===== src/inc/tx_seg_defs.vh =====
// Purpose: Offsets, field positions, reset values and widths of the transmit segmentation registers.
// Assumes: 16-bit register port with byte addresses.
// Notes: Definitions only.
`ifndef TX_SEG_DEFS_VH
`define TX_SEG_DEFS_VH

// ----------------------------------------------------------------------
// Register offsets
// ----------------------------------------------------------------------
`define ADDR_W 16
`define DATA_W 16
`define OFS_TX_ENGINE_CONTROL 16'h2000
`define OFS_TX_ENGINE_STATUS 16'h2002
`define OFS_CELL_FIFO_WRITE_POINTER 16'h2052
`define OFS_READ_POINTER_REGISTER 16'h2054
`define OFS_IRQ_STATUS 16'h2060
`define OFS_IRQ_MASK 16'h2062

// ----------------------------------------------------------------------
// Control register fields
// ----------------------------------------------------------------------
`define CTL_SCHED_A_ENABLE 0
`define CTL_SCHED_B_ENABLE 1
`define CTL_SCHED_C_ENABLE 2
`define CTL_TX_CELL_FIFO_ENABLE 3
`define CTL_IDLE_DATA_CELL_AUTO_SEND 4
`define CTL_FIFO_OVERRUN_IRQ_ENABLE 5
`define CTL_TIMING_OVERLOAD_IRQ_ENABLE 6
`define CTL_READ_POINTER_STEP 7
`define CTL_FORCE_STATUS_EVENTS 8
`define CTL_STORED_MSB 8
`define CTL_RESET 9'h000

// ----------------------------------------------------------------------
// Status register fields
// ----------------------------------------------------------------------
`define STS_FIFO_OVERRUN_FLAG 5
`define STS_TIMING_OVERLOAD_ERROR 6
`define STS_TX_SERVICE_SUMMARY 15
`define STS_FLAG_COUNT 2
`define STS_FLAG_RESET 2'h0

// ----------------------------------------------------------------------
// Interrupt status and mask fields
// ----------------------------------------------------------------------
`define IRQ_OVERRUN 0
`define IRQ_OVERLOAD 1
`define IRQ_CELL_SENT 2
`define IRQ_COUNT 3
`define IRQ_RESET 3'h0

// ----------------------------------------------------------------------
// Cell FIFO pointers
// ----------------------------------------------------------------------
`define PTR_W 8
`define PTR_RESET 8'h00
`define PTR_ONE 8'h01
`define RD_ZERO 16'h0000

`endif


===== src/verilog/sticky_bits.v =====
// Purpose: A row of sticky flags, set by hardware and cleared by writing a one.
// Assumes: Set and clear are single-cycle strobes on the same clock.
// Notes: A set in the cycle of a clear wins.
`timescale 1ns/1ps
`default_nettype none

module sticky_bits #(
  parameter WIDTH = 2
) (
  input wire clk,
  input wire rstN,
  input wire [WIDTH-1:0] setBits,
  input wire clrEn,
  input wire [WIDTH-1:0] clrBits,
  output reg [WIDTH-1:0] flags_q
);

  // ----------------------------------------------------------------------
  // Flag storage
  // ----------------------------------------------------------------------
  wire [WIDTH-1:0] flags_d;

  // The set term is applied last so an event is never lost to a clear.
  assign flags_d = (flags_q & ~(clrBits & {WIDTH{clrEn}})) | setBits;

  always @(posedge clk or negedge rstN) begin
    if (!rstN) begin
      flags_q <= {WIDTH{1'b0}};
    end else begin
      flags_q <= flags_d;
    end
  end

endmodule
`default_nettype wire


===== src/verilog/tx_segmentation_control_status.v =====
// Purpose: Control and status registers of the transmit segmentation engine.
// Assumes: All engine-side inputs are on sys_clk; the register port is a simple strobe port.
// Notes: Read data appear in the cycle after the read strobe and only there.
//
// Summary of operation
// Control bits 0, 1, 2 enable schedulers A, B, C; one enables.
// Software configures a scheduler fully before enabling it, keeps it fixed while enabled.
// Software re-initializes scheduler events after reconfiguring it, before restarting.
// FIFO enable bit 3 low holds the cell FIFO read pointer at zero.
// Auto-send bit 4 sends FIFO data cells when idle; otherwise schedulers decide.
// Overrun interrupt enable bit 5 lets the overrun flag raise top-level service.
// Overload interrupt enable bit 6 lets the overload flag raise top-level service.
// Writing one to control bit 7 steps the read pointer once, for test.
// Control bit 8 high forces every status event to occur, for test.
// Control bits 15 to 9 read as zero and ignore writes.
// Status bits 4 to 0 read as zero and ignore writes.
// Writing write pointer equal to read pointer latches the overrun flag, bit 5.
// Writing one clears the overrun flag; writing zero leaves it.
// Engine overload latches status bit 6; writing one clears it; fatal.
// Status bit 15 reads one while either status flag is set.
// All writable control bits clear to zero at reset.
`timescale 1ns/1ps
`default_nettype none
`include "tx_seg_defs.vh"

module tx_segmentation_control_status (
  input wire sys_clk,
  input wire arst_n,
  input wire [`ADDR_W-1:0] regAddr,
  input wire [`DATA_W-1:0] regWrData,
  input wire regWr,
  input wire regRd,
  output reg [`DATA_W-1:0] regRdData,
  input wire engineIdle,
  input wire schedDataReq,
  input wire engineOverload,
  output reg schedAEnable,
  output reg schedBEnable,
  output reg schedCEnable,
  output reg txCellFifoEnable,
  output reg idleDataCellAutoSend,
  output reg [`PTR_W-1:0] cellFifoReadPointer,
  output reg [`PTR_W-1:0] cellFifoWritePointer,
  output reg dataCellSend,
  output reg topLevelTxService,
  output reg irq
);

  // ----------------------------------------------------------------------
  // Reset release
  // ----------------------------------------------------------------------
  reg rstMeta_q;
  reg rstN_q;

  always @(posedge sys_clk or negedge arst_n) begin
    if (!arst_n) begin
      rstMeta_q <= 1'b0;
      rstN_q <= 1'b0;
    end else begin
      rstMeta_q <= 1'b1;
      rstN_q <= rstMeta_q;
    end
  end

  // ----------------------------------------------------------------------
  // Address decode
  // ----------------------------------------------------------------------
  wire selCtrl;
  wire selStat;
  wire selWptr;
  wire selRptr;
  wire selIrqStat;
  wire selIrqMask;
  wire wrCtrl;
  wire wrStat;
  wire wrWptr;
  wire wrIrqStat;
  wire wrIrqMask;

  assign selCtrl = (regAddr == `OFS_TX_ENGINE_CONTROL);
  assign selStat = (regAddr == `OFS_TX_ENGINE_STATUS);
  assign selWptr = (regAddr == `OFS_CELL_FIFO_WRITE_POINTER);
  assign selRptr = (regAddr == `OFS_READ_POINTER_REGISTER);
  assign selIrqStat = (regAddr == `OFS_IRQ_STATUS);
  assign selIrqMask = (regAddr == `OFS_IRQ_MASK);
  assign wrCtrl = regWr & selCtrl;
  assign wrStat = regWr & selStat;
  assign wrWptr = regWr & selWptr;
  assign wrIrqStat = regWr & selIrqStat;
  assign wrIrqMask = regWr & selIrqMask;

  // ----------------------------------------------------------------------
  // Control register
  // ----------------------------------------------------------------------
  reg [`CTL_STORED_MSB:0] ctrl_q;
  reg [`CTL_STORED_MSB:0] ctrl_d;
  reg stepPtr_q;

  always @* begin
    ctrl_d = ctrl_q;
    if (wrCtrl) begin
      ctrl_d = regWrData[`CTL_STORED_MSB:0];
      ctrl_d[`CTL_READ_POINTER_STEP] = 1'b0;
    end
  end

  always @(posedge sys_clk or negedge rstN_q) begin
    if (!rstN_q) begin
      ctrl_q <= `CTL_RESET;
    end else begin
      ctrl_q <= ctrl_d;
    end
  end

  // Bit 7 is not stored; a written one becomes a single step strobe.
  always @(posedge sys_clk or negedge rstN_q) begin
    if (!rstN_q) begin
      stepPtr_q <= 1'b0;
    end else begin
      stepPtr_q <= wrCtrl & regWrData[`CTL_READ_POINTER_STEP];
    end
  end

  wire fifoEn;
  wire autoSend;
  wire overrunIe;
  wire overloadIe;
  wire forceEvents;

  assign fifoEn = ctrl_q[`CTL_TX_CELL_FIFO_ENABLE];
  assign autoSend = ctrl_q[`CTL_IDLE_DATA_CELL_AUTO_SEND];
  assign overrunIe = ctrl_q[`CTL_FIFO_OVERRUN_IRQ_ENABLE];
  assign overloadIe = ctrl_q[`CTL_TIMING_OVERLOAD_IRQ_ENABLE];
  assign forceEvents = ctrl_q[`CTL_FORCE_STATUS_EVENTS];

  // ----------------------------------------------------------------------
  // Cell FIFO pointers
  // ----------------------------------------------------------------------
  reg [`PTR_W-1:0] rdPtr_q;
  reg [`PTR_W-1:0] rdPtr_d;
  reg [`PTR_W-1:0] wrPtr_q;
  reg [`PTR_W-1:0] wrPtr_d;
  reg sendCell_q;
  wire fifoEmpty;
  wire sendCell_d;
  wire overrunEvent;

  assign fifoEmpty = (rdPtr_q == wrPtr_q);
  assign overrunEvent = wrWptr & (regWrData[`PTR_W-1:0] == rdPtr_q);

  // A cell leaves on an idle engine in auto mode, else only when a scheduler asks.
  assign sendCell_d = fifoEn & ~fifoEmpty & ~sendCell_q & (autoSend ? engineIdle : schedDataReq);

  // A send and a test step in one cycle both count, so neither is lost.
  always @* begin
    rdPtr_d = rdPtr_q;
    if (!fifoEn) begin
      rdPtr_d = `PTR_RESET;
    end else begin
      if (sendCell_q) begin
        rdPtr_d = rdPtr_d + `PTR_ONE;
      end
      if (stepPtr_q) begin
        rdPtr_d = rdPtr_d + `PTR_ONE;
      end
    end
  end

  always @* begin
    wrPtr_d = wrPtr_q;
    if (wrWptr) begin
      wrPtr_d = regWrData[`PTR_W-1:0];
    end
  end

  always @(posedge sys_clk or negedge rstN_q) begin
    if (!rstN_q) begin
      rdPtr_q <= `PTR_RESET;
    end else begin
      rdPtr_q <= rdPtr_d;
    end
  end

  always @(posedge sys_clk or negedge rstN_q) begin
    if (!rstN_q) begin
      wrPtr_q <= `PTR_RESET;
    end else begin
      wrPtr_q <= wrPtr_d;
    end
  end

  always @(posedge sys_clk or negedge rstN_q) begin
    if (!rstN_q) begin
      sendCell_q <= 1'b0;
    end else begin
      sendCell_q <= sendCell_d;
    end
  end

  // ----------------------------------------------------------------------
  // Status flags
  // ----------------------------------------------------------------------
  wire [`STS_FLAG_COUNT-1:0] statSet;
  wire [`STS_FLAG_COUNT-1:0] statClr;
  wire [`STS_FLAG_COUNT-1:0] statFlags;
  wire overrunFlag;
  wire overloadFlag;

  assign statSet[0] = overrunEvent | forceEvents;
  assign statSet[1] = engineOverload | forceEvents;
  assign statClr[0] = regWrData[`STS_FIFO_OVERRUN_FLAG];
  assign statClr[1] = regWrData[`STS_TIMING_OVERLOAD_ERROR];

  sticky_bits #(
    .WIDTH(`STS_FLAG_COUNT)
  ) statusFlags (
    .clk(sys_clk),
    .rstN(rstN_q),
    .setBits(statSet),
    .clrEn(wrStat),
    .clrBits(statClr),
    .flags_q(statFlags)
  );

  assign overrunFlag = statFlags[0];
  assign overloadFlag = statFlags[1];

  wire serviceSummary;
  wire topService_d;

  assign serviceSummary = overrunFlag | overloadFlag;
  assign topService_d = (overrunFlag & overrunIe) | (overloadFlag & overloadIe);

  always @(posedge sys_clk or negedge rstN_q) begin
    if (!rstN_q) begin
      topLevelTxService <= 1'b0;
    end else begin
      topLevelTxService <= topService_d;
    end
  end

  // ----------------------------------------------------------------------
  // Interrupt status and mask
  // ----------------------------------------------------------------------
  wire [`IRQ_COUNT-1:0] irqSet;
  wire [`IRQ_COUNT-1:0] irqFlags;
  reg [`IRQ_COUNT-1:0] irqMask_q;

  assign irqSet[`IRQ_OVERRUN] = statSet[0];
  assign irqSet[`IRQ_OVERLOAD] = statSet[1];
  assign irqSet[`IRQ_CELL_SENT] = sendCell_q;

  sticky_bits #(
    .WIDTH(`IRQ_COUNT)
  ) irqFlagRow (
    .clk(sys_clk),
    .rstN(rstN_q),
    .setBits(irqSet),
    .clrEn(wrIrqStat),
    .clrBits(regWrData[`IRQ_COUNT-1:0]),
    .flags_q(irqFlags)
  );

  always @(posedge sys_clk or negedge rstN_q) begin
    if (!rstN_q) begin
      irqMask_q <= `IRQ_RESET;
    end else if (wrIrqMask) begin
      irqMask_q <= regWrData[`IRQ_COUNT-1:0];
    end
  end

  always @(posedge sys_clk or negedge rstN_q) begin
    if (!rstN_q) begin
      irq <= 1'b0;
    end else begin
      irq <= |(irqFlags & irqMask_q);
    end
  end

  // ----------------------------------------------------------------------
  // Read path
  // ----------------------------------------------------------------------
  reg [`DATA_W-1:0] rdData_d;

  always @* begin
    rdData_d = `RD_ZERO;
    if (regRd) begin
      if (selCtrl) begin
        rdData_d[`CTL_STORED_MSB:0] = ctrl_q;
      end else if (selStat) begin
        rdData_d[`STS_FIFO_OVERRUN_FLAG] = overrunFlag;
        rdData_d[`STS_TIMING_OVERLOAD_ERROR] = overloadFlag;
        rdData_d[`STS_TX_SERVICE_SUMMARY] = serviceSummary;
      end else if (selWptr) begin
        rdData_d[`PTR_W-1:0] = wrPtr_q;
      end else if (selRptr) begin
        rdData_d[`PTR_W-1:0] = rdPtr_q;
      end else if (selIrqStat) begin
        rdData_d[`IRQ_COUNT-1:0] = irqFlags;
      end else if (selIrqMask) begin
        rdData_d[`IRQ_COUNT-1:0] = irqMask_q;
      end
    end
  end

  // ----------------------------------------------------------------------
  // Control mirrors
  // ----------------------------------------------------------------------
  always @(posedge sys_clk or negedge rstN_q) begin
    if (!rstN_q) begin
      schedAEnable <= 1'b0;
      schedBEnable <= 1'b0;
      schedCEnable <= 1'b0;
      txCellFifoEnable <= 1'b0;
      idleDataCellAutoSend <= 1'b0;
    end else begin
      schedAEnable <= ctrl_d[`CTL_SCHED_A_ENABLE];
      schedBEnable <= ctrl_d[`CTL_SCHED_B_ENABLE];
      schedCEnable <= ctrl_d[`CTL_SCHED_C_ENABLE];
      txCellFifoEnable <= ctrl_d[`CTL_TX_CELL_FIFO_ENABLE];
      idleDataCellAutoSend <= ctrl_d[`CTL_IDLE_DATA_CELL_AUTO_SEND];
    end
  end

  // ----------------------------------------------------------------------
  // Pointer and send mirrors
  // ----------------------------------------------------------------------
  always @(posedge sys_clk or negedge rstN_q) begin
    if (!rstN_q) begin
      cellFifoReadPointer <= `PTR_RESET;
      cellFifoWritePointer <= `PTR_RESET;
      dataCellSend <= 1'b0;
    end else begin
      cellFifoReadPointer <= rdPtr_d;
      cellFifoWritePointer <= wrPtr_d;
      dataCellSend <= sendCell_d;
    end
  end

  // ----------------------------------------------------------------------
  // Read data
  // ----------------------------------------------------------------------
  always @(posedge sys_clk or negedge rstN_q) begin
    if (!rstN_q) begin
      regRdData <= `RD_ZERO;
    end else begin
      regRdData <= rdData_d;
    end
  end

endmodule
`default_nettype wire

===== config.mk =====
export PLATFORM = sky130hd
export DESIGN_NAME = tx_segmentation_control_status
export DESIGN_NICKNAME = d
export VERILOG_FILES = /design/src/verilog/sticky_bits.v /design/src/verilog/tx_segmentation_control_status.v
export VERILOG_INCLUDE_DIRS = /design/src /design/src/inc
export SDC_FILE = /design/constraint.sdc
export NUM_CORES = 1
export LEC_CHECK = 0
export BUFFER_PORTS_ARGS = -buffer_cell sky130_fd_sc_hd__clkbuf_2
export CAP_MARGIN = 20
export CORE_MARGIN = 2
export CORE_UTILIZATION = 55
export DETAILED_ROUTE_END_ITERATION = 10
export HOLD_SLACK_MARGIN = 0.12
export PLACE_DENSITY = 0.95
export SETUP_SLACK_MARGIN = 0.05
export SLEW_MARGIN = 40
export SYNTH_ARGS = -nofsm -noshare
export SYNTH_HDL_FRONTEND = slang
export SYNTH_HIERARCHICAL = 1
export SYNTH_SLANG_ARGS = --single-unit

===== constraint.sdc =====
create_clock -name sys_clk -period 2.3 [get_ports sys_clk]
set_input_delay 0.115 -clock sys_clk [delete_from_list [all_inputs] [get_ports sys_clk]]
set_output_delay 0.115 -clock sys_clk [all_outputs]
set_load 0.02 [all_outputs]

## Yosys cells after proc, flatten, opt, wreduce, memory -nomap -nowiden

Index checks and enable logic that the tools add are counted.

| operators by class | value |
|---|---|
| $add $sub $neg | 2 |
| muxes and demuxes | 20 |
| reductions and logical operators | 1 |
| eq/ne operators | 8 |
| bitwise logic cells | 27 |

Operators with widths:

| cell | count |
|---|---|
| $eq A16 B14 Y1 const B | 6 |
| $mux W8 | 6 |
| $add A8 B1 Y8 const B | 2 |
| $eq A8 B8 Y1 | 2 |
| $mux W5 | 3 |
| $and A1 B1 Y1 | 12 |
| $and A3 B3 Y3 | 3 |
| $mux W3 | 3 |
| $mux W9 | 1 |
| $mux W1 | 6 |
| $and A2 B2 Y2 | 2 |
| $or A1 B1 Y1 | 4 |
| $not A3 Y3 | 1 |
| $or A3 B3 Y3 | 1 |
| $reduce_or A3 Y1 | 1 |
| $mux W2 | 1 |
| $not A1 Y1 | 2 |
| $not A2 Y2 | 1 |
| $or A2 B2 Y2 | 1 |

| storage, ports and cells | value |
|---|---|
| flip-flop bits (word level) | 53 |
| output and inout port bits | 40 |
| logic and storage cells | 77 |

## Logic depth before layout (Yosys ltp)

Gate-level depths: netlist of the first run.

| depth | value |
|---|---|
| word-level depth | 8 |
| gate-level depth with buffers | 7 |

## Cells and area by module

The synthesis of the first run kept the hierarchy.

Modules (own cells, without submodules):

| module | cells an instance | instances | area each (sq um) |
|---|---|---|---|
| tx_segmentation_control_status | 230 | 1 | 2,533.7 |
| sticky_bits (irqFlagRow) | 9 | 1 | 108.9 |
| sticky_bits (statusFlags) | 6 | 1 | 72.6 |

## Worst setup path before layout of the first run

No wires, ideal clock.

| path | value |
|---|---|
| path kind | reg2reg |
| start point | register cellFifoReadPointer[0] (netlist name) |
| end point | register cellFifoReadPointer[7] |
| library setup time | 0.078 ns |
| cell stages (with the launch flop) | 6 |
| period minus slack after synthesis | 1.988 ns |
| slack | 0.312 ns |
| arrival | 1.910 ns |
| data required time | 2.222 ns |
| path through | dfrtp_1 ha_1 a21boi_0 o221ai_1 or4_1 a21oi_1 |

RTL lines:

| item | line | text |
|---|---|---|
| end signal: assignment | tx_segmentation_control_status.v:330 | `` cellFifoReadPointer <= `PTR_RESET; `` |
| end signal: assignment | tx_segmentation_control_status.v:334 | `cellFifoReadPointer <= rdPtr_d;` |
| end: declaration | tx_segmentation_control_status.v:42 | `` output reg [`PTR_W-1:0] cellFifoReadPointer, `` |

==> results of run 1 <==
## logic make-up (layout without fill, tap and decap cells)
group / Yosys count / after routing
AO/OA/AOI/OAI: 48 / 48
XOR/XNOR: 22 / 22
adder cells (fa/ha/maj): 2 / 2
buffers and inverters: 20 / 95
flip-flops: 48 / 48
multiplexers: 22 / 22
other: 2 / 7
AND/OR/NAND/NOR: 81 / 81
## final timing paths
path	startpoint	to	slack (ps)	cells after the start
max	cellFifoReadPointer[0]$_DFF_PN0_	cellFifoReadPointer[5]$_DFF_PN0_	220	6
min	regWrData[2]	ctrl_q[2]$_DFFE_PN0P_	140	2
max reg2reg	cellFifoReadPointer[0]$_DFF_PN0_	cellFifoReadPointer[5]$_DFF_PN0_	220	6
min reg2reg	rstN_q$_DFF_PN0_	cellFifoReadPointer[3]$_DFF_PN0_	170	0
max in group asynchronous	rstN_q$_DFF_PN0_	ctrl_q[8]$_DFFE_PN0P_	1410	1
min in group asynchronous	rstN_q$_DFF_PN0_	cellFifoReadPointer[3]$_DFF_PN0_	170	0
## repair_timing
| action | in CTS | in global routing |
|---|---|---|
| gates resized for setup | 0 | 1 |
| setup buffers | 0 | 0 |
| hold endpoints to repair | 14 | 0 |
| setup endpoints to repair | 0 | 2 |
| hold buffers | 10 | 0 |
## worst max-delay path, stage by stage, from the launching register on
cell                        delay, ps
sky130_fd_sc_hd__dfrtp_1          390
sky130_fd_sc_hd__ha_1             240
sky130_fd_sc_hd__a21boi_1         290
sky130_fd_sc_hd__o221ai_1         320
sky130_fd_sc_hd__nand2_1          170
sky130_fd_sc_hd__a31oi_1          110
sky130_fd_sc_hd__a2111oi_0        430
## area by class of cell
type | instances | area, µm² | area share (%)
clock buffer | 7 | 96.34 | 2.911
inverter | 3 | 11.26 | 0.3403
multi-input combinational | 182 | 1415 | 42.76
sequential | 48 | 1202 | 36.33
tap | 67 | 83.83 | 2.533
timing repair buffer | 85 | 500.5 | 15.12
## per-stage QoR
stage                     cell area [µm²]  worst slack [ps]
final                                3309             220.9
after global routing                 3309             72.86
after CTS                            3309             112.1
after detailed placement             3113             197.4
after global placement               3113             296.9
after floorplan                      2734             312.2
## routing by layer
metal / GRT usage [%] / routed length (µm) / vias up
li1: - / - / 1056
met1: 32.98 / 2696 / 1151
met2: 42.56 / 3338 / 105
met3: 5.827 / 390 / 21
met4: 9.722 / 197 / 0
met5: 0 / 0 / -
## cells in the mapped netlist (3+ instances only)
library cell                n
sky130_fd_sc_hd__xnor2_1    4
sky130_fd_sc_hd__nor3_1    11
sky130_fd_sc_hd__and3_1     5
sky130_fd_sc_hd__nor4_1     6
sky130_fd_sc_hd__inv_1      3
sky130_fd_sc_hd__nor2_1     7
sky130_fd_sc_hd__buf_2      7
sky130_fd_sc_hd__buf_4      7
sky130_fd_sc_hd__nand3_1    4
sky130_fd_sc_hd__xor2_1    18
sky130_fd_sc_hd__dfrtp_1   48
sky130_fd_sc_hd__nand2_1   15
sky130_fd_sc_hd__a22oi_1    4
sky130_fd_sc_hd__nor4_4     4
sky130_fd_sc_hd__mux2_2    19
sky130_fd_sc_hd__a221oi_1   3
sky130_fd_sc_hd__o21ai_1    6
sky130_fd_sc_hd__a21o_1     9
sky130_fd_sc_hd__and3b_1    3
sky130_fd_sc_hd__o21ai_0    3
sky130_fd_sc_hd__and2_1     6
## where the power goes
group | leakage [nW] | internal, mW | switching [mW]
sequential | 0.653 | 0.846 | 0.00644
combinational | 1.07 | 0.0469 | 0.0672
clock | 0.0503 | 0.268 | 0.263
## state kept, by name, summed over array words and instances (netlist names)
signal / cells
ctrl_q: 8
cellFifoWritePointer: 8
dataCellSend: 1
statusFlags/flags_q: 2
irqMask_q: 3
rstMeta_q: 1
irqFlagRow/flags_q: 3
topLevelTxService: 1
cellFifoReadPointer: 8
regRdData: 10
irq: 1
rstN_q: 1
stepPtr_q: 1
==> metrics.log, run 1 <==
INFO  metric detail_route.wirelength = 6.622 mm
INFO  metric hold_viol = 0
INFO  metric area_of_the_mapped_netlist = 2715 µm²
INFO  metric post-route-period-util = 90.40%
INFO  metric layout_commonest_cell = sky130_fd_sc_hd__clkbuf_2
INFO  metric synth_xor_xnor_area_share = 7.097%
INFO  metric synth_top_family_by_area = simple AND/OR/NAND/NOR gates
INFO  metric wl_per_cell = 16.89 µm
INFO  metric timing_worst_setup_path_type = reg2reg
INFO  metric area_growth_syn_to_layout = 21.89%
INFO  metric yosysWarnings = 6
INFO  metric detailed_routing_iteration_count_for_the_pre_antenna_repair_pass = 4
INFO  metric route.detailed.vias_per_inst = 5.952
INFO  metric first_global_vias = 2,176
INFO  metric synth_seq_cells = 48
INFO  metric num-fill-cells = 352
INFO  metric final_layout_size_suffix_gt1_share = 35.08%
INFO  metric placeableCoreArea = 4755 µm²
INFO  metric ioPinCount = 79
INFO  metric max-clock-path-buffers = 2
INFO  metric gp_congestion = 0.9394
INFO  metric chipWidth = 74.26 µm
INFO  metric holdWs = 144.1 ps
INFO  metric std_cell_rows = 25
INFO  metric share_of_synthesized_flip_flops_with_an_asynchronous_set_or_reset = 100.0%
INFO  metric ctsHtreeMaxLevel = 2
INFO  metric hold_path.class = in2reg
INFO  metric maximum_fanout_encountered_on_the_critical_timing_path = 5
INFO  metric clock-root-buffer = sky130_fd_sc_hd__clkbuf_8
INFO  metric synth_adder_area_share = 0.9217%
INFO  metric yosys_most_used_dff = sky130_fd_sc_hd__dfrtp_1
INFO  metric timing_worst_slew_pin_value = 523.8 ps
INFO  metric drt-initial-drc-count = 240
INFO  metric postRouteAntennaNets = 0
INFO  metric grt.total_usage = 25.66%
INFO  metric post-dp-hpwl = 4.915 mm
INFO  metric maximum_number_of_pins_on_one_net_before_global_route_repair = 33
INFO  metric most_frequent_cells_in_the_layout = sky130_fd_sc_hd__clkbuf_2 (65), sky130_fd_sc_hd__dfrtp_1 (47), sky130_fd_sc_hd__mux2_2 (19), sky130_fd_sc_hd__xor2_1 (18), sky130_fd_sc_hd__nand2_1 (15)
INFO  metric route.detailed.drc = 0
INFO  metric run_status = complete, no violations
INFO  metric synth_sequential_area_ratio = 44.24%
INFO  metric netlist-cell-type-count = 59
INFO  metric cap_viol_max_count = 0
INFO  metric dieHeight = 74.26 µm
INFO  metric setup_repair_after_global_routing_missed_its_margin = no
INFO  metric cts.clk_slew.worst_paths = 80 ps
INFO  metric post_synth.cell_area_avg = 11.08 µm²
INFO  metric synth_compound_gate_area_share = 13.00%
INFO  metric slew_viol_final = 0
INFO  metric power.static_leakage = 1.769 nW
INFO  metric finClkSkew = 4.290 ps
INFO  metric critPathRequiredTime = 2470 ps
INFO  metric portBuffers = 65
INFO  metric power.total = 1.498 mW
INFO  metric utilization_after_layout = 69.61%
INFO  metric yosys.area.top_type = sky130_fd_sc_hd__dfrtp_1
INFO  metric multiplexer_share_of_the_synthesized_area = 9.032%
INFO  metric synthesis.instances = 245
INFO  metric antenna_violations_before_repair = 0
INFO  metric placed_cells_incl_taps = 375
INFO  metric crit_path_start_kind = register
INFO  metric clock_buffers_created_by_tritoncts = 5
INFO  metric total_negative_setup_slack = 0 ps
INFO  metric power_density = 452.5 nW/µm²
INFO  metric vdd_drop_max = 0.2630 mV
INFO  metric finalWorstPathRequiredPeriod = 2079 ps
INFO  metric clock_sink_count = 48
INFO  metric initial_core_util = 57.11%
INFO  metric critPathArrivalTime = 2250 ps
INFO  metric finalNetCount = 366
INFO  metric clock_latency = 300 ps
INFO  metric fmaxAchievable = 481.0 MHz
INFO  metric die_footprint = 5515 µm²
INFO  metric slew_headroom = 65.08%
INFO  metric stdcell_count = 392
INFO  metric synth_top_area_share = 44.24%
INFO  metric report.final.setup_viol = 0
INFO  metric netlist_top_cells_area = sky130_fd_sc_hd__dfrtp_1 (44%), sky130_fd_sc_hd__mux2_2 (7.9%), sky130_fd_sc_hd__xor2_1 (5.8%)
INFO  metric synth_edf_count = 0
INFO  metric fraction_of_the_mapped_netlist_area_in_simple_logic_gates = 21.11%
INFO  metric critPathCaptureType = register
INFO  metric diodes = 0
INFO  metric dr_total_vias = 2,333
INFO  metric grt-ovfl-total = 0
INFO  metric grt_pass1_wl = 10.60 mm
INFO  metric tritoncts = done
Power figures use the tool's default switching activity.
==> run 2: changes to the inputs <==
Settings changed: BUFFER_PORTS_ARGS -buffer_cell sky130_fd_sc_hd__clkbuf_2 to -buffer_cell sky130_fd_sc_hd__buf_2.
==> metrics.log, run 2 (synthesis gave the netlist of run 1 again) <==
INFO  metric report.final.setup_viol = 0
INFO  metric finClkSkew = 11.83 ps
INFO  metric detailed_routing_iteration_count_for_the_pre_antenna_repair_pass = 4
INFO  metric portBuffers = 65
INFO  metric setup_repair_after_global_routing_missed_its_margin = no
INFO  metric crit_family = compound AO/OA/AOI/OAI gates
INFO  metric clock_latency = 300 ps
INFO  metric max-clock-path-buffers = 2
INFO  metric stdcell_count = 390
INFO  metric cap_viol_max_count = 0
INFO  metric clock-root-buffer = sky130_fd_sc_hd__clkbuf_8
INFO  metric power_density = 449.0 nW/µm²
INFO  metric final_design_area_no_fill = 3281 µm²
INFO  metric vdd_drop_max = 0.3501 mV
INFO  metric critical_path.n_buffers_inverters = 0
INFO  metric die_footprint = 5515 µm²
INFO  metric critPathCaptureType = register
INFO  metric clock_sink_count = 48
INFO  metric tritoncts = done
INFO  metric grt-ovfl-total = 0
INFO  metric wl_per_cell = 17.02 µm
INFO  metric dieHeight = 74.26 µm
INFO  metric post-dp-hpwl = 4.865 mm
INFO  metric drt-initial-drc-count = 221
INFO  metric ctsHtreeMaxLevel = 2
INFO  metric clock_buffers_created_by_tritoncts = 5
INFO  metric crit_path_start_kind = register
INFO  metric final_layout_size_suffix_gt1_share = 34.67%
INFO  metric most_frequent_cells_in_the_layout = sky130_fd_sc_hd__buf_2 (65), sky130_fd_sc_hd__dfrtp_1 (46), sky130_fd_sc_hd__mux2_2 (19), sky130_fd_sc_hd__xor2_1 (18), sky130_fd_sc_hd__nand2_1 (15)
INFO  metric worst_case_register_to_register_setup_slack = 240 ps
INFO  metric fmaxAchievable = 485.1 MHz
INFO  metric area_growth_syn_to_layout = 20.83%
INFO  metric cts.clk_slew.worst_paths = 90 ps
INFO  metric run_status = complete, no violations
INFO  metric route.detailed.vias_per_inst = 5.862
INFO  metric timing_worst_setup_path_type = reg2reg
INFO  metric number_of_flip_flops_in_the_largest_register = 10
INFO  metric grt_pass1_wl = 10.05 mm
INFO  metric layout_commonest_cell = sky130_fd_sc_hd__buf_2
INFO  metric slew_headroom = 60.64%
INFO  metric chipWidth = 74.26 µm
INFO  metric maximum_fanout_encountered_on_the_critical_timing_path = 5
INFO  metric dr_total_vias = 2,286
INFO  metric largest-register = regRdData
INFO  metric placed_cells_incl_taps = 373
INFO  metric power.static_leakage = 1.777 nW
INFO  metric postRouteAntennaNets = 0
INFO  metric timing_worst_slew_pin_value = 590.4 ps
INFO  metric total_negative_setup_slack = 0 ps
INFO  metric antenna_violations_before_repair = 0
INFO  metric gp_congestion = 0.9738
INFO  metric grt.total_usage = 24.31%
INFO  metric post-route-period-util = 89.62%
INFO  metric slew_viol_final = 0
INFO  metric dpl-instance-area = 3098 µm²
INFO  metric finalNetCount = 363
INFO  metric worst_path_max_delay_cell = sky130_fd_sc_hd__or4_1
INFO  metric num-fill-cells = 383
INFO  metric hold_viol = 0
INFO  metric detail_route.wirelength = 6.637 mm
INFO  metric timing.critical_path.cells = ha_1 -> a21boi_1 -> o221ai_1 -> or4_1 -> a21oi_1
INFO  metric power.total = 1.473 mW
INFO  metric diodes = 0
INFO  metric critPathArrivalTime = 2290 ps
INFO  metric ioPinCount = 79
INFO  metric slowest_stage_delay_cp = 580 ps
INFO  metric critPathRequiredTime = 2530 ps
INFO  metric finalWorstPathRequiredPeriod = 2061 ps
INFO  metric maximum_number_of_pins_on_one_net_before_global_route_repair = 33
INFO  metric initial_core_util = 57.11%
INFO  metric first_global_vias = 2,117
INFO  metric route.detailed.drc = 0
INFO  metric std_cell_rows = 25
INFO  metric placeableCoreArea = 4755 µm²
INFO  metric hold_path.class = in2reg
==> run 2: cell count changes in the layout (fill, tap and decap cells not counted), sizes merged <==
cell,change
buf,+63
clkbuf,-64
dlygate4sd3,-1
==> run 2: path summary, 6_finish.rpt <==
kind                                                    end  depth (start not counted)                             start
min reg2reg                cellFifoReadPointer[2]$_DFF_PN0_                          0                  rstN_q$_DFF_PN0_
max in group asynchronous            dataCellSend$_DFF_PN0_                          1                  rstN_q$_DFF_PN0_
max reg2reg                cellFifoReadPointer[7]$_DFF_PN0_                          5  cellFifoReadPointer[0]$_DFF_PN0_
min                                   ctrl_q[2]$_DFFE_PN0P_                          2                      regWrData[2]
min in group asynchronous  cellFifoReadPointer[2]$_DFF_PN0_                          0                  rstN_q$_DFF_PN0_
max                        cellFifoReadPointer[7]$_DFF_PN0_                          5  cellFifoReadPointer[0]$_DFF_PN0_
==> run 2: area by class of cell <==
cell class | count | area [µm²] | share of cell area, %
repair buffers | 82 | 475.5 | 14.49
well taps | 67 | 83.83 | 2.555
clock buffers | 8 | 90.09 | 2.746
inverters | 3 | 11.26 | 0.3432
multi-input cells | 182 | 1416 | 43.17
flip-flops and latches | 48 | 1204 | 36.69
==> run 2: what timing repair did <==
action	4_1_cts	5_1_grt
hold buffers	9	0
hold endpoints to repair	14	0
resized for setup	0	3
setup buffers	0	0
setup endpoints to repair	0	2
==> run 2: layer usage <==
metal  vias up  track usage, %  routed length [µm]  part of all wire (%)
met5         -               0                   0                     0
met3        15           4.607                 343                   5.2
li1       1051               -                   -                     -
met4         0           10.32                 162                   2.4
met1      1126           29.92                2730                    41
met2        94           41.96                3400                    51
==> run 2: metrics by stage <==
stage	hold slack (ps)	util [%]	setup slack (ps)
after floorplan	-180.6	-	312.2
after global placement	-98.61	65.16	200.2
after detailed placement	-95.20	65.16	150.6
after CTS	122.4	68.95	168.1
after global routing	135.1	69.00	89.33
final	134.3	69.00	238.7
==> run 2: worst reg2reg max path, delay by kind of cell (launching register included) <==
kind / cells / cell delay, ps
fa+ha+maj: 1 / 240
simple gates: 1 / 580
compound gates: 3 / 800
flops: 1 / 390
==> run 2: where the power goes <==
group	total, mW	switching, mW	internal, mW
Sequential	0.853	0.00676	0.846
Clock	0.510	0.265	0.245
Combinational	0.110	0.0655	0.0444
==> run 3: changes to the inputs <==
Settings changed: GPL_TIMING_DRIVEN set to 0, SETUP_SLACK_MARGIN 0.05 to not set.
==> metrics.log, run 3 (synthesis gave the netlist of run 1 again) <==
INFO  metric finalNetCount = 371
INFO  metric power.static_leakage = 1.817 nW
INFO  metric timing.critical_path.cells = buf_2 -> nand4_1 -> nor3_1 -> a41oi_1 -> or4_1 -> a21oi_1
INFO  metric route.detailed.drc = 0
INFO  metric finClkSkew = 12.40 ps
INFO  metric std_cell_rows = 25
INFO  metric first_global_vias = 2,073
INFO  metric maximum_number_of_pins_on_one_net_before_global_route_repair = 41
INFO  metric wl_per_cell = 15.64 µm
INFO  metric maximum_fanout_encountered_on_the_critical_timing_path = 10
INFO  metric tritoncts = done
INFO  metric clock_latency = 300 ps
INFO  metric total_negative_setup_slack = 0 ps
INFO  metric timing_worst_setup_path_type = reg2reg
INFO  metric power_frac_comb = 8.3%
INFO  metric largest-register = regRdData
INFO  metric p_sw = 0.3271 mW
INFO  metric critPathCaptureType = register
INFO  metric power.switching_fraction = 22.20%
INFO  metric cts.clk_slew.worst_paths = 90 ps
INFO  metric p_int = 1.146 mW
INFO  metric drt-initial-drc-count = 173
INFO  metric gp_congestion = 0.9211
INFO  metric chipWidth = 74.26 µm
INFO  metric cp_launch_point = dataCellSend$_DFF_PN0_
INFO  metric timing_worst_slew_pin_value = 628.2 ps
INFO  metric vdd_drop_max = 0.3317 mV
INFO  metric grt_pass1_wl = 9.956 mm
INFO  metric crit_family = simple AND/OR/NAND/NOR gates
INFO  metric number_of_flip_flops_in_the_largest_register = 10
INFO  metric finalWorstPathRequiredPeriod = 2121 ps
INFO  metric clkPwrFrac = 34.0%
INFO  metric initial_core_util = 57.11%
INFO  metric fmaxAchievable = 471.5 MHz
INFO  metric ioPinCount = 79
INFO  metric power_density = 442.2 nW/µm²
INFO  metric run_status = complete, no violations
INFO  metric cap_viol_max_count = 0
INFO  metric placeableCoreArea = 4755 µm²
INFO  metric post-route-period-util = 92.22%
INFO  metric share_seq_of_total_power = 57.8%
INFO  metric max-clock-path-buffers = 2
INFO  metric critPathRequiredTime = 2530 ps
INFO  metric critPathArrivalTime = 2350 ps
INFO  metric timing.final.ws_setup = 179.0 ps
INFO  metric clock_sink_count = 48
INFO  metric ctsHtreeMaxLevel = 2
INFO  metric setup_repair_after_global_routing_missed_its_margin = no
INFO  metric grt-ovfl-total = 0
INFO  metric timing.rr.start = dataCellSend$_DFF_PN0_
INFO  metric clock-root-buffer = sky130_fd_sc_hd__clkbuf_8
INFO  metric hold_viol = 0
INFO  metric critical_path.n_buffers_inverters = 1
INFO  metric worst_path_max_delay_cell = sky130_fd_sc_hd__or4_1
INFO  metric report.final.setup_viol = 0
INFO  metric cts_setup_buffers = 0
INFO  metric die_footprint = 5515 µm²
INFO  metric holdWs = 120.5 ps
INFO  metric power.total = 1.473 mW
INFO  metric detail_route.wirelength = 6.223 mm
INFO  metric layout_commonest_cell = sky130_fd_sc_hd__buf_2
INFO  metric final_layout_size_suffix_gt1_share = 35.65%
INFO  metric slowest_stage_delay_cp = 570 ps
INFO  metric most_frequent_cells_in_the_layout = sky130_fd_sc_hd__buf_2 (71), sky130_fd_sc_hd__dfrtp_1 (47), sky130_fd_sc_hd__mux2_2 (19), sky130_fd_sc_hd__xor2_1 (18), sky130_fd_sc_hd__nand2_1 (15)
INFO  metric post-dp-hpwl = 4.615 mm
INFO  metric dr_total_vias = 2,286
INFO  metric hold_path.class = reg2async
INFO  metric antenna_violations_before_repair = 0
INFO  metric detailed_routing_iteration_count_for_the_pre_antenna_repair_pass = 4
INFO  metric crit_path_start_kind = register
INFO  metric route.detailed.vias_per_inst = 5.744
INFO  metric dieHeight = 74.26 µm
INFO  metric postRouteAntennaNets = 0
INFO  metric detailedPlace.worstSlack = 144.0 ps
INFO  metric slew_viol_final = 0
INFO  metric clock_buffers_created_by_tritoncts = 5
INFO  metric area_growth_syn_to_layout = 22.72%
INFO  metric diodes = 0
INFO  metric slew_headroom = 57.73%
INFO  metric grt.total_usage = 23.78%
INFO  metric portBuffers = 64
==> run 3: area by class of cell <==
| class | count | area [µm²] |
|---|---|---|
| Fill cell | 384 | 1423 |
| Multi-Input combinational cell | 182 | 1415 |
| Clock buffer | 8 | 90.09 |
| Buffer | 17 | 106.4 |
| Timing Repair Buffer | 73 | 420.4 |
| Sequential cell | 48 | 1205 |
| Inverter | 3 | 11.26 |
| Tap cell | 67 | 83.83 |
==> run 3: timing repair <==
action                                 CTS  global route
gates resized for setup                  0             1
hold buffers                             7             1
endpoints found under the hold margin   14             2
setup endpoints to repair                0             1
==> run 3: final timing paths <==
check	to	slack [ps]	depth (start not counted)
max	cellFifoReadPointer[7]$_DFF_PN0_	180	6
min	cellFifoReadPointer[2]$_DFF_PN0_	120	0
max reg2reg	cellFifoReadPointer[7]$_DFF_PN0_	180	6
min reg2reg	cellFifoReadPointer[2]$_DFF_PN0_	120	0
max in group asynchronous	rstN_q$_DFF_PN0_	1530	3
min in group sys_clk	ctrl_q[5]$_DFFE_PN0P_	130	2
==> run 3: metal layers <==
| layer | wire length (µm) | global-route usage (%) | part of all wire [%] |
|---|---|---|---|
| met1 | 2650 | 33.10 | 43 |
| met2 | 3059 | 37.80 | 49 |
| met5 | 0 | 0 | 0 |
| met4 | 131 | 8.730 | 2.1 |
| met3 | 382 | 3.930 | 6.1 |
==> run 3: power groups by stage <==
stage          combinational, mW  clock, mW  sequential [mW]
6_report                   0.122      0.501            0.851
5_1_grt                    0.134      0.541            0.852
4_1_cts                    0.121      0.508            0.851
3_5_place_dp               0.111          0            0.868
3_3_place_gp              0.0918          0            0.880
2_1_floorplan             0.0476          0            0.876
==> run 3: metrics by stage <==
| step | cell area [µm²] | util, % | std cells |
|---|---|---|---|
| after floorplan | 2734 | - | 250 |
| after global placement | 3138 | 66.00 | 381 |
| after detailed placement | 3162 | 66.50 | 382 |
| after CTS | 3322 | 69.87 | 397 |
| after global routing | 3332 | 70.08 | 398 |
| final | 3332 | 70.08 | 398 |
